## src/spcr_map.svh

```systemverilog
// spcr_map.svh: offsets, field positions, reset values and timing counts
// of the serial port configuration and identification register bank.
// assumes: included by bare name; a 125 MHz system clock.
`ifndef SPCR_MAP_SVH
`define SPCR_MAP_SVH

// ----------------------------------------------------------------------
// register offsets
// ----------------------------------------------------------------------
`define SPCR_ADDR_CFG_A 16'h0000
`define SPCR_ADDR_CFG_B 16'h0001
`define SPCR_ADDR_TYPE 16'h0003
`define SPCR_ADDR_SER_LO 16'h0004
`define SPCR_ADDR_SER_HI 16'h0005
`define SPCR_ADDR_REV 16'h0006
`define SPCR_ADDR_XFER 16'h000F

// ----------------------------------------------------------------------
// field positions
// ----------------------------------------------------------------------
`define SPCR_A_SOFT_RST 7
`define SPCR_A_LSB_FIRST 6
`define SPCR_A_ADDR_ASC 5
`define SPCR_A_FOUR_WIRE 4
`define SPCR_B_READ_BUF 5
`define SPCR_B_RST_KEEP 2
`define SPCR_XFER_GO 0

// ----------------------------------------------------------------------
// reset values
// ----------------------------------------------------------------------
`define SPCR_RST_CFG_A 8'h00
`define SPCR_RST_CFG_B 8'h00
`define SPCR_CLR_B_KEEP 8'h04

// ----------------------------------------------------------------------
// timing
// ----------------------------------------------------------------------
`define SPCR_CLK_NS 8
`define SPCR_RST_HOLD_NS 64
`define SPCR_RST_CYC ((`SPCR_RST_HOLD_NS + `SPCR_CLK_NS - 1) / `SPCR_CLK_NS)

`endif

```

## src/spcr_pkg.sv

```systemverilog
// spcr_pkg.sv: types of the serial port configuration register bank.
// assumes: nothing; holds types only.
`default_nettype none
package spcr_pkg;
	typedef enum logic [1:0]
	{
		SPCR_RS_IDLE = 2'b00,
		SPCR_RS_HOLD = 2'b01,
		SPCR_RS_DONE = 2'b10
	} spcr_rst_state_t;

	typedef logic [15:0] spcr_addr_t;
	typedef logic [7:0] spcr_byte_t;
endpackage
`default_nettype wire

```

## src/spcr_config_regs.sv

```systemverilog
// spcr_config_regs.sv: serial port configuration and identification bank.
// assumes: a serial port engine on clk_sys_i gives byte-wide register
// strobes; the SPI/I2C mode select comes from a pin.
// Summary of operation
// - setting bit 7 of config A in SPI starts a full device reset
// - bit 6 of config A picks LSB first in SPI, ignored in I2C
// - bit 5 of config A steps addresses upward, else downward, SPI only
// - bit 4 of config A enables the separate data output pin, SPI only
// - config A bits 3..0 mirror bits 4..7 in pairs 3/4 2/5 1/6 0/7
// - each pair acts as the AND of both bits; host writes both alike
// - read buffer bit set: buffered registers read back the staged copy
// - read buffer bit clear: buffered registers read the active copy
// - config B bit 2 resets the device but keeps register contents
// - address 0x0003 bits 3..0 give a read-only device type code
// - address 0x0004 bits 7..4 give low part serial identifier bits
// - address 0x0005 gives upper eight part serial identifier bits
// - address 0x0006 gives a read-only die revision code
// - transfer register bit 0 copies staged values to active, self-clears
`timescale 1ns/1ps
`default_nettype none
`include "spcr_map.svh"
module spcr_config_regs #(
	parameter logic [3:0] DEVICE_TYPE = 4'h9, // arbitrary value
	parameter logic [11:0] PART_SERIAL = 12'h5A3, // arbitrary value
	parameter logic [7:0] DIE_REV = 8'h1C // arbitrary value
) (
	input wire logic clk_sys_i, // 125 MHz system clock
	input wire logic nrst_i, // sync reset, active low
	input wire logic spi_sel_i, // pin: 1 SPI, 0 I2C
	input wire logic [15:0] reg_addr_i, // register address
	input wire logic reg_wr_i, // write strobe
	input wire logic [7:0] reg_wdata_i, // write data
	input wire logic reg_rd_i, // read strobe
	output logic [7:0] reg_rdata_o, // read data
	output logic reg_rvalid_o, // read data valid pulse
	output logic lsb_first_o, // shift LSB first
	output logic addr_ascend_o, // step address upward
	output logic four_wire_select_o, // separate data output enabled
	output logic core_reset_o // device logic held in reset
);
	// ------------------------------------------------------------------
	// helpers
	// ------------------------------------------------------------------
	function automatic logic hit(input spcr_pkg::spcr_addr_t a,
		input spcr_pkg::spcr_addr_t ref_a);
		hit = (a == ref_a);
	endfunction

	function automatic spcr_pkg::spcr_byte_t pick(input logic sel,
		input spcr_pkg::spcr_byte_t stg, input spcr_pkg::spcr_byte_t act);
		pick = sel ? stg : act;
	endfunction

	// ------------------------------------------------------------------
	// mode pin synchroniser
	// ------------------------------------------------------------------
	logic spi_meta_reg;
	logic spi_reg;

	always_ff @(posedge clk_sys_i)
	begin
		if (!nrst_i)
		begin
			spi_meta_reg <= 1'b0;
			spi_reg <= 1'b0;
		end
		else
		begin
			spi_meta_reg <= spi_sel_i;
			spi_reg <= spi_meta_reg;
		end
	end

	// ------------------------------------------------------------------
	// write decode
	// ------------------------------------------------------------------
	logic full_busy;
	logic full_done;
	logic keep_busy;
	logic keep_done;
	logic wr_ok;
	logic wr_a;
	logic wr_b;
	logic wr_x;
	logic soft_go;
	logic keep_go;
	logic xfer_reg;
	logic [7:0] cfg_a_stg;
	logic [7:0] cfg_a_act;
	logic [7:0] cfg_b_stg;
	logic [7:0] cfg_b_act;
	logic [7:0] clr_b;

	// writes are dropped while a full reset runs; id addresses never decode
	assign wr_ok = reg_wr_i && !full_busy;
	assign wr_a = wr_ok && hit(reg_addr_i, `SPCR_ADDR_CFG_A);
	assign wr_b = wr_ok && hit(reg_addr_i, `SPCR_ADDR_CFG_B);
	assign wr_x = wr_ok && hit(reg_addr_i, `SPCR_ADDR_XFER);
	assign soft_go = wr_a && spi_reg && reg_wdata_i[`SPCR_A_SOFT_RST]
		&& reg_wdata_i[7 - `SPCR_A_SOFT_RST];
	assign keep_go = wr_b && reg_wdata_i[`SPCR_B_RST_KEEP] && !keep_busy;
	assign clr_b = keep_done ? `SPCR_CLR_B_KEEP : 8'h00;

	// transfer strobe lives one cycle, so the bit reads back cleared
	always_ff @(posedge clk_sys_i)
	begin
		if (!nrst_i)
			xfer_reg <= 1'b0;
		else
			xfer_reg <= wr_x && reg_wdata_i[`SPCR_XFER_GO];
	end

	// ------------------------------------------------------------------
	// buffered configuration registers
	// ------------------------------------------------------------------
	spcr_stage_reg #(
		.RST_VAL(`SPCR_RST_CFG_A)
	) u_cfg_a (
		.clk_sys_i(clk_sys_i),
		.nrst_i(nrst_i),
		.wr_i(wr_a),
		.wdata_i(reg_wdata_i),
		.xfer_i(xfer_reg),
		.init_i(full_done),
		.clr_mask_i(8'h00),
		.staged_o(cfg_a_stg),
		.active_o(cfg_a_act)
	);

	spcr_stage_reg #(
		.RST_VAL(`SPCR_RST_CFG_B)
	) u_cfg_b (
		.clk_sys_i(clk_sys_i),
		.nrst_i(nrst_i),
		.wr_i(wr_b),
		.wdata_i(reg_wdata_i),
		.xfer_i(xfer_reg),
		.init_i(full_done),
		.clr_mask_i(clr_b),
		.staged_o(cfg_b_stg),
		.active_o(cfg_b_act)
	);

	// ------------------------------------------------------------------
	// reset sequencers
	// ------------------------------------------------------------------
	spcr_reset_seq u_full_rst (
		.clk_sys_i(clk_sys_i),
		.nrst_i(nrst_i),
		.start_i(soft_go && !full_busy),
		.busy_o(full_busy),
		.done_o(full_done)
	);

	spcr_reset_seq u_keep_rst (
		.clk_sys_i(clk_sys_i),
		.nrst_i(nrst_i),
		.start_i(keep_go),
		.busy_o(keep_busy),
		.done_o(keep_done)
	);

	always_ff @(posedge clk_sys_i)
	begin
		if (!nrst_i)
			core_reset_o <= 1'b0;
		else
			core_reset_o <= full_busy || keep_busy || soft_go || keep_go;
	end

	// ------------------------------------------------------------------
	// mirrored pairs and port controls
	// ------------------------------------------------------------------
	logic [3:0] pair_on;

	generate
		for (genvar i = 0; i < 4; i++)
		begin : g_pair
			assign pair_on[i] = cfg_a_act[4 + i] & cfg_a_act[3 - i];
		end
	endgenerate

	always_ff @(posedge clk_sys_i)
	begin
		if (!nrst_i)
		begin
			lsb_first_o <= 1'b0;
			addr_ascend_o <= 1'b0;
			four_wire_select_o <= 1'b0;
		end
		else
		begin
			lsb_first_o <= spi_reg && pair_on[`SPCR_A_LSB_FIRST - 4];
			addr_ascend_o <= spi_reg && pair_on[`SPCR_A_ADDR_ASC - 4];
			four_wire_select_o <= spi_reg && pair_on[`SPCR_A_FOUR_WIRE - 4];
		end
	end

	// ------------------------------------------------------------------
	// readback
	// ------------------------------------------------------------------
	logic rd_buf;

	assign rd_buf = cfg_b_stg[`SPCR_B_READ_BUF];

	always_ff @(posedge clk_sys_i)
	begin
		if (!nrst_i)
			reg_rvalid_o <= 1'b0;
		else
			reg_rvalid_o <= reg_rd_i;
	end

	always_ff @(posedge clk_sys_i)
	begin
		if (!nrst_i)
			reg_rdata_o <= 8'h00;
		else if (reg_rd_i)
		begin
			unique case (reg_addr_i)
				`SPCR_ADDR_CFG_A:
					reg_rdata_o <= pick(rd_buf, cfg_a_stg, cfg_a_act);
				`SPCR_ADDR_CFG_B:
					reg_rdata_o <= pick(rd_buf, cfg_b_stg, cfg_b_act);
				`SPCR_ADDR_TYPE:
					reg_rdata_o <= {4'h0, DEVICE_TYPE};
				`SPCR_ADDR_SER_LO:
					reg_rdata_o <= {PART_SERIAL[3:0], 4'h0};
				`SPCR_ADDR_SER_HI:
					reg_rdata_o <= PART_SERIAL[11:4];
				`SPCR_ADDR_REV:
					reg_rdata_o <= DIE_REV;
				`SPCR_ADDR_XFER:
					reg_rdata_o <= {7'h00, xfer_reg};
				default:
					reg_rdata_o <= 8'h00;
			endcase
		end
	end
endmodule // spcr_config_regs
`default_nettype wire

```

## src/spcr_stage_reg.sv

```systemverilog
// spcr_stage_reg.sv: one buffered register, staged copy plus active copy.
// assumes: write, transfer and init strobes come from the same clock.
`timescale 1ns/1ps
`default_nettype none
module spcr_stage_reg #(
	parameter logic [7:0] RST_VAL = 8'h00
) (
	input wire logic clk_sys_i, // system clock
	input wire logic nrst_i, // sync reset, active low
	input wire logic wr_i, // host write strobe
	input wire logic [7:0] wdata_i, // host write data
	input wire logic xfer_i, // staged to active transfer
	input wire logic init_i, // return both copies to reset value
	input wire logic [7:0] clr_mask_i, // self-clearing bits to drop
	output logic [7:0] staged_o, // staged copy
	output logic [7:0] active_o // copy driving the logic
);
	// a host write in the clearing cycle wins over the clear
	always_ff @(posedge clk_sys_i)
	begin
		if (!nrst_i || init_i)
			staged_o <= RST_VAL;
		else if (wr_i)
			staged_o <= wdata_i;
		else
			staged_o <= staged_o & ~clr_mask_i;
	end

	always_ff @(posedge clk_sys_i)
	begin
		if (!nrst_i || init_i)
			active_o <= RST_VAL;
		else if (xfer_i)
			active_o <= staged_o & ~clr_mask_i;
		else
			active_o <= active_o & ~clr_mask_i;
	end
endmodule // spcr_stage_reg
`default_nettype wire

```

## src/spcr_reset_seq.sv

```systemverilog
// spcr_reset_seq.sv: holds a reset for a fixed count, then pulses done.
// assumes: start is a one-cycle strobe on the system clock.
`timescale 1ns/1ps
`default_nettype none
`include "spcr_map.svh"
module spcr_reset_seq (
	input wire logic clk_sys_i, // system clock
	input wire logic nrst_i, // sync reset, active low
	input wire logic start_i, // start a reset
	output logic busy_o, // reset in progress
	output logic done_o // one cycle after the hold ends
);
	localparam int HOLD = `SPCR_RST_CYC;
	spcr_pkg::spcr_rst_state_t state_reg;
	logic [7:0] cnt_reg;

	always_ff @(posedge clk_sys_i)
	begin
		if (!nrst_i)
		begin
			state_reg <= spcr_pkg::SPCR_RS_IDLE;
			cnt_reg <= 8'h00;
		end
		else
		begin
			unique case (state_reg)
				spcr_pkg::SPCR_RS_IDLE:
				begin
					if (start_i)
					begin
						state_reg <= spcr_pkg::SPCR_RS_HOLD;
						cnt_reg <= 8'(HOLD - 1);
					end
				end
				spcr_pkg::SPCR_RS_HOLD:
				begin
					if (cnt_reg == 8'h00)
						state_reg <= spcr_pkg::SPCR_RS_DONE;
					else
						cnt_reg <= cnt_reg - 8'h01;
				end
				spcr_pkg::SPCR_RS_DONE:
					state_reg <= spcr_pkg::SPCR_RS_IDLE;
				default:
					state_reg <= spcr_pkg::SPCR_RS_IDLE;
			endcase
		end
	end

	assign busy_o = (state_reg == spcr_pkg::SPCR_RS_HOLD);
	assign done_o = (state_reg == spcr_pkg::SPCR_RS_DONE);
endmodule // spcr_reset_seq
`default_nettype wire

```

## config.mk

```make
export PLATFORM = sky130hd
export DESIGN_NAME = spcr_config_regs
export DESIGN_NICKNAME = d
export VERILOG_FILES = /design/src/spcr_pkg.sv /design/src/spcr_config_regs.sv /design/src/spcr_stage_reg.sv /design/src/spcr_reset_seq.sv
export VERILOG_INCLUDE_DIRS = /design/src
export SDC_FILE = /design/constraint.sdc
export NUM_CORES = 1
export LEC_CHECK = 0
export BUFFER_PORTS_ARGS = -buffer_cell sky130_fd_sc_hd__buf_4
export CORE_MARGIN = 1
export CORE_UTILIZATION = 47
export DETAILED_ROUTE_END_ITERATION = 16
export PLACE_DENSITY = 0.74
export SYNTH_ARGS = -nofsm -noshare
export SYNTH_HDL_FRONTEND = slang
export SYNTH_SLANG_ARGS = --single-unit
```

## constraint.sdc

```tcl
create_clock -name clk_sys_i -period 1.7 [get_ports clk_sys_i]
set_clock_uncertainty 0.2 [all_clocks]
set_input_delay 0.17 -clock clk_sys_i [delete_from_list [all_inputs] [get_ports clk_sys_i]]
set_output_delay 0.17 -clock clk_sys_i [all_outputs]
set_load 0.01 [all_outputs]
```

* Word-level counts from Yosys, hierarchy flattened
Cells that the tools add are included.
** Storage, ports and cells
- Register bits :: 68
- Input port bits :: 29
- Logic and storage cells :: 91
** Cells by class
- Multiplexer cells :: 18
- Eq/ne operators :: 16
- Add/sub/neg operators :: 2
- Reduce and logical (&&, ||, !) cells :: 32
- Bitwise gates (word level) :: 6
** Operator list (number)
- 8-bit 2-to-1 mux :: 8
- 8-bit case mux with 7 select lines :: 1
- 16-bit by 3-bit equality test with 1-bit output (second input constant) :: 3
- 8-bit case mux with 2 select lines :: 2
- 8-bit bitwise AND :: 2
- 16-bit by 1-bit equality test with 1-bit output (second input constant) :: 1
- 16-bit by 2-bit equality test with 1-bit output (second input constant) :: 1
- 16-bit by 4-bit equality test with 1-bit output (second input constant) :: 1
- 16-bit logical NOT :: 1
- 8-bit logical NOT :: 2
- 8-bit by 1-bit subtractor with 8-bit output (second input constant) :: 2
- 1-bit logical AND :: 14
- 2-bit 2-to-1 mux :: 4
- 3-bit NOT with 8-bit output :: 1
- 2-bit case mux with 2 select lines :: 2
- 2-bit by 1-bit != test with 1-bit output (second input constant) :: 3
- 2-bit != test (second input constant) :: 3
- 3-bit AND reduction :: 2
- 2-bit by 1-bit equality test with 1-bit output (second input constant) :: 2
- 2-bit equality test (second input constant) :: 2
- 2-bit logical NOT :: 2
- 1-bit logical OR :: 4
- 2-bit AND reduction :: 2
- 2-bit nonzero test :: 2
- 3 further kinds :: 7

* Logic depth before layout (Yosys ltp)
Gate-level depths: netlist of the first run.
- Depth after elaboration :: 10
- Mapped depth :: 7
- Mapped depth without buffers :: 7

* Hierarchy
Synthesis of the first run repeated with hierarchy kept, for this count alone.
** Second synthesis, totals
- Cells, all modules :: 369
- Area, all modules :: 3374.5 sq um
** Modules (own cells, without submodules)
- spcr_stage_reg :: area an instance 619.3 sq um, cells each 61, instances 2
- spcr_config_regs :: area an instance 1082.3 sq um, cells each 129, instances 1
- spcr_reset_seq :: area an instance 526.8 sq um, cells each 59, instances 2

* Worst setup path before layout of the first run
No wires, ideal clock.
- Path type :: reg2reg
- From :: register u_keep_rst.cnt_reg[0]
- To :: register u_keep_rst.cnt_reg[7]
- Data arrival time :: 1.426 ns
- Required time :: 1.381 ns
- Period minus slack after synthesis :: 1.745 ns
- Setup slack :: -0.045 ns
- Stages on the path, launching flop included :: 8
- Path through :: dfxtp_1 -> inv_1 -> ha_1 -> nor3b_1 -> and2_1 -> nor4b_1 -> xnor2_1 -> nor2_1
** On the way
- Word-level cells in the longest chain between the ends :: 3
- Elaborated cells between the ends (all ways) :: 6
- Those cells by class :: add/sub: 1; eq/ne: 1; mux: 2; reduce/logical: 2
** RTL lines
- start: declaration :: RTL line spcr_reset_seq.sv:15 : logic [7:0] cnt_reg;
- start signal: assignment :: RTL line spcr_reset_seq.sv:32 : cnt_reg <= 8'(HOLD - 1);
- start signal: assignment :: RTL line spcr_reset_seq.sv:40 : cnt_reg <= cnt_reg - 8'h01;
- 8-bit by 1-bit subtractor with 8-bit output / 8-bit logical NOT (equally long branches) :: RTL line spcr_reset_seq.sv:40, spcr_reset_seq.sv:37
- 8-bit 2-to-1 mux / 2-bit != test (equally long branches)
- 8-bit case mux with 2 select lines / 3-bit AND reduction (equally long branches)
Parallel ways exist; a longest one is shown, timed or not. The select of a mux whose other input is x is not followed.
A chain may end at the register's enable or synchronous reset.

* Final worst setup path of the first run
- From :: register u_keep_rst.cnt_reg[5]
- To :: register u_keep_rst.cnt_reg[5]
Same word-level chain as after synthesis.

==> out/results.ini, run 1 <==
[outcome]
outcome=finished, violations left
violations=design-rule violations, negative setup slack

[power]
p_total_uw=2950
p_leak_uw=0.00157
power_density_nw_per_um2=706
peakVddDrop_uv=645

[timing]
slew_viol_final=0
tightest_slew_ns=0.373
rsz0062_at_grt=true
max_slew_margin=0.749
postLayoutSetupSlackWorst_ns=-0.0277
fmax_mhz=579
finalCriticalPeriod_ns=1.73
finalSetupViolCount=1
fin_crit_sh=1.02
hold_violations=0

[critical_path]
critical_path_class=flop to flop
cp.required_ns=1.73
crit_path_start_kind=flop
end_kind=flop
arrival_ns=1.75
cp_max_fo=4
r2r-start=u_keep_rst.cnt_reg[5]
startpoint=u_keep_rst.cnt_reg[5]

[detailed_routing]
via_per_inst=5.31
drtIter0Drc=175
wl_met2_mm=3.73
wirelength_met1_mm=3.24
wl_per_cell_um=14.3
ant_nets=0
route.met3.wl_um=391
routed_wl_mm=7.45
drt-pass1-iter-count=11
drc=6
top_layer=met4
num_vias=2758

[run]
cap_violations=0

[global_route]
grt_pass1_wl_mm=12.2
antenna_found_initial=0
grt_start_max_net_pins=33
first_global_vias=2625
grt_use_total=0.220
overflow=0

[placed_design]
gp_congestion=0.827
pre_cts_ws_ns=-0.195
dp_hpwl_mm=5.33
numPortBuffers=41

[synthesis]
synth_edf_count=0
seq_area_frac_synth=0.432
synth_flop_cell=dfxtp_1
yosysTopAreaCell=dfxtp_1
ys_ff_latch=68
synthesis.instances=350
async_flop_share=0
synth_nets=383
synth_area_leaders=dfxtp_1 (43%), mux2i_1 (8.3%), nand2_1 (4.9%)
netlist_area_um2=3150
syn_avg_cell_area_um2=9.01
synth_top_area_share=0.432
synth.distinct_cells=54
yosys_warnings=0

[layout]
layout.nets=470
antennaDiodeCount=0
layout_common_cells=buf_4 (80), dfxtp_1 (61), nand2_1 (40), nor2_1 (36)
fillerInstances=528
final_common_cell=buf_4
multi_input_area_um2=1780
layout-drive-gt1-share=0.312
area_growth_pct=32.4
regArea_um2=1370

[clock_network]
path_clk_slew_ns=0.07
cts-root-buf=clkbuf_8
htree_levels=3
cts_made_buffers=9
tritoncts=yes
insertion_delay_ns=0.34
numClockSinks=68
clock_path_buffers=2

[floorplan]
start_util=0.491
die_x_um=83.9
die_height_um=83.9
row_count=29
fp.coreArea_um2=6420
io_pins=42
die_area_um2=7040

[min_path]
hold_class=input port to flop
min_from=nrst_i

[per-layer routing]
| layer | track usage | vias to the layer above |
|---|---|---|
| met2 | 0.383 | 68 |
| met1 | 0.263 | 1273 |
| li1 | - | 1409 |
| met3 | 0.0633 | 8 |
| met4 | 0.0658 | 0 |
| met5 | 0 | - |
[power breakdown]
part           switching [uW]  internal, uW
Sequential               1.03          1590
Combinational             107           103
Clock                     623           520
[area by class of cell]
cell class,instances,share of cell area
Clock buffer,9,0.0297
Clock inverter,7,0.0105
Inverter,9,0.00809
Multi-Input combinational cell,257,0.426
Sequential cell,68,0.328
Tap cell,77,0.0231
Timing Repair Buffer,92,0.175
[Yosys cell counts, types with 2 or more instances]
| cell | n |
|---|---|
| nor2_1 | 37 |
| mux2i_1 | 26 |
| nand4_2 | 2 |
| a21o_1 | 2 |
| a31oi_1 | 4 |
| o22a_1 | 4 |
| buf_1 | 2 |
| dfxtp_1 | 68 |
| and3_1 | 5 |
| buf_6 | 2 |
| clkbuf_1 | 8 |
| nor4_1 | 3 |
| o21ai_0 | 15 |
| nand4_1 | 2 |
| nand2b_1 | 5 |
| ha_1 | 4 |
| nor3b_1 | 4 |
| o211ai_1 | 2 |
| nor4_4 | 4 |
| xnor2_1 | 2 |
| a22oi_1 | 2 |
| nand4b_1 | 4 |
| mux2_2 | 2 |
| a21oi_1 | 26 |
| xor2_1 | 9 |
| inv_1 | 9 |
| or2_2 | 2 |
| nand2_1 | 41 |
| o21a_1 | 4 |
| nor3_1 | 6 |
| buf_2 | 4 |
| or3_1 | 2 |
| nor2b_1 | 3 |
| o21ai_1 | 2 |
| and2_1 | 6 |
| nand3_1 | 9 |
[through the flow]
stage	util	instance area [um2]	setup TNS (ns)	hold slack [ns]	cells
finish	0.650	4180	-0.0277	0.0278	519
global route	0.650	4180	-0.193	0.0325	519
CTS	0.639	4110	0	0.0107	518
detailed placement	0.591	3800	-5.48	0.182	491
global placement	0.591	3800	-3.14	0.184	491
floorplan	-	3170	0	0.0973	350
[logic make-up (layout without fill, tap and decap cells)]
| family | count (synthesis) | count (layout) | synth area share |
|---|---|---|---|
| multiplexers | 28 | 28 | 0.0897 |
| adder cells (fa/ha/maj) | 4 | 4 | 0.0159 |
| AND/OR/NAND/NOR | 144 | 144 | 0.258 |
| XOR/XNOR | 11 | 11 | 0.0306 |
| AO/OA/AOI/OAI | 70 | 70 | 0.138 |
| flip-flops | 68 | 68 | 0.432 |
| buffers and inverters | 25 | 117 | 0.0361 |
[worst paths after layout]
kind | end | slack [ns] | cells after the start
worst max-delay path | u_keep_rst.cnt_reg[5] | -0.03 | 7
worst min-delay path | reg_rvalid_o | 0.03 | 3
worst max register to register | u_keep_rst.cnt_reg[5] | -0.03 | 7
worst min register to register | spi_reg | 0.25 | 1
[worst max-delay path: stages (launching register included)]
cell	delay [ns]
dfxtp_2	0.34
nor4_4	0.30
buf_4	0.18
a21boi_2	0.06
buf_4	0.14
nand4b_1	0.12
xor2_1	0.21
nor2_1	0.06
[timing repair]
item	in CTS	in global routing
hold endpoints to repair	18	0
hold buffers	11	0
gates resized for setup	10	17
setup buffers	0	1
pin swaps	5	4
endpoints found under the setup margin	5	26
Power figures use the tool's default switching activity.
==> inputs of run 2 (changes only) <==
- CORE_MARGIN: 1 -> 5
==> out/results.ini, run 2 (synthesized netlist as in run 1, its figures left out) <==
[timing]
fmax_mhz=588  ; +1.5%
slew_viol_final=0  ; unchanged
whs_ns=0.0173  ; -0.0105 ns
finalCriticalPeriod_ns=1.70  ; -0.0264 ns
tightest_slew_ns=0.331  ; -0.0417 ns
hold_violations=0  ; unchanged
fin_crit_sh=1.00  ; -0.0155
finalSetupViolCount=1  ; unchanged
max_slew_margin=0.779  ; +0.0297
postLayoutSetupSlackWorst_ns=-0.00133  ; +0.0264 ns
rsz0062_at_grt=true

[global_route]
first_global_vias=2777  ; +5.8%
grt_start_max_net_pins=33  ; unchanged
grt_use_total=0.189  ; -0.0314
overflow=0  ; unchanged
antenna_found_initial=0  ; unchanged
grt_pass1_wl_mm=12.8  ; +5.0%

[power]
switching_power_uw=786  ; +7.5%
power_density_nw_per_um2=757  ; +7.3%
combPwrFrac=0.066  ; -0.005
p_sw_frac=0.244  ; -0.00359
peakVddDrop_uv=611  ; -5.2%
p_seq_frac=0.496  ; -0.045
p_total_uw=3220  ; +9.1%
pwr-share-clk=0.438  ; +0.051
p_int_uw=2430  ; +9.6%
p_leak_uw=0.00161  ; +2.2%

[critical_path]
crit_path_start_kind=flop
critical_path_class=flop to flop
arrival_ns=1.77  ; +0.02 ns
r2r_slack_ns=-0.001  ; +0.03 ns
end_kind=flop
cp.required_ns=1.77  ; +0.04 ns
cp_max_fo=5  ; +1

[layout]
regArea_um2=1370  ; about the same
area_growth_pct=34.7
layout-drive-gt1-share=0.313  ; +0.000982
postLayoutCoreUtil=0.661  ; +0.0113
antennaDiodeCount=0  ; unchanged
layout_common_cells=buf_4 (83), dfxtp_1 (62), nand2_1 (40), nor2_1 (36)
multi_input_area_um2=1770  ; -0.56%
final_common_cell=buf_4
layout.nets=475  ; +1.1%
fillerInstances=537  ; +1.7%

[clock_network]
insertion_delay_ns=0.35  ; about the same
tritoncts=yes
cts-root-buf=clkbuf_8
clock_path_buffers=2  ; unchanged
numClockSinks=68  ; unchanged
path_clk_slew_ns=0.08  ; about the same
htree_levels=3  ; unchanged
cts_made_buffers=9  ; unchanged

[placed_design]
dp_hpwl_mm=5.45  ; +2.2%
gp_congestion=0.817  ; -1.2%
numPortBuffers=41  ; unchanged

[outcome]
outcome=finished, violations left
violations=negative setup slack

[run]
cap_violations=0  ; unchanged

[floorplan]
die_area_um2=8450  ; +20%
fp.coreArea_um2=6420  ; unchanged
row_count=29  ; unchanged
die_height_um=91.9  ; +9.5%
die_x_um=91.9  ; +9.5%
io_pins=42  ; unchanged
start_util=0.491  ; unchanged

[detailed_routing]
drtIter0Drc=268  ; +53%
drt-pass1-iter-count=4  ; -7
wl_per_cell_um=14.7  ; +2.7%
ant_nets=0  ; unchanged
routed_wl_mm=7.72  ; +3.7%
drc=0  ; -6
via_per_inst=5.44  ; +2.3%
num_vias=2849  ; +3.3%

[min_path]
hold_class=input port to flop

[run 2: cell types whose count changed in the layout (fill, tap and decap cells not counted), moves of 2 or more]
| cell | previous run | this run |
|---|---|---|
| clkinv_2 | 4 | 1 |
| buf_4 | 80 | 83 |
| clkinvlp_4 | 2 | 0 |
| inv_6 | 0 | 2 |
[run 2: timing repair]
action,4_1_cts,5_1_grt
setup buffers,0,1
gates resized for setup,2,21
hold buffers,12,0
setup endpoints to repair,4,31
hold endpoints to repair,27,0
pin swaps,1,6
[run 2: cell type report]
cell class / instances / area share
multi-input combinational: 257 / 0.416
sequential: 68 / 0.322
timing repair buffer: 97 / 0.182
clock buffer: 10 / 0.0324
tap: 77 / 0.0227
clock inverter: 6 / 0.0165
inverter: 9 / 0.00795
[run 2: worst paths after layout]
kind	from	endpoint	cells after the start
setup / recovery	u_keep_rst.cnt_reg[0]	u_keep_rst.cnt_reg[0]	7
hold / removal	reg_wr_i	u_full_rst.cnt_reg[2]	4
setup reg to reg	u_keep_rst.cnt_reg[0]	u_keep_rst.cnt_reg[0]	7
hold reg to reg	spi_meta_reg	spi_reg	1
[run 2: through the flow]
| step | cell area [um2] | std cells | setup TNS, ns | setup WS (ns) |
|---|---|---|---|---|
| floorplan | 3170 | 350 | 0 | 0.00402 |
| global placement | 3840 | 496 | -2.09 | -0.0809 |
| detailed placement | 3840 | 496 | -3.63 | -0.168 |
| CTS | 4170 | 524 | 0 | 0.000794 |
| global route | 4250 | 524 | -0.145 | -0.0530 |
| finish | 4250 | 524 | -0.00133 | -0.00133 |
[run 2: power groups by stage]
| stage | clock [uW] | sequential [uW] | combinational [uW] |
|---|---|---|---|
| 6_report | 1410 | 1600 | 214 |
| 3_3_place_gp | 0 | 1630 | 187 |
| 4_1_cts | 1430 | 1600 | 210 |
| 3_5_place_dp | 0 | 1630 | 188 |
| 5_1_grt | 1510 | 1600 | 232 |
| 2_1_floorplan | 0 | 1630 | 74.2 |
[run 2: critical path, cell delays in order (launching register included)]
cell and delay [ns]:
dfxtp_2 0.34, inv_2 0.05, ha_1 0.14, nor3b_4 0.24
and2_4 0.22, nor3_1 0.05, a21o_1 0.16, a221oi_2 0.22
[run 2: metal layers]
metal,GRT usage,share of wire,vias up
met5,0,0,-
met4,0.0891,0.027,0
met3,0.0524,0.062,22
met2,0.308,0.48,90
met1,0.231,0.43,1321
li1,-,-,1416
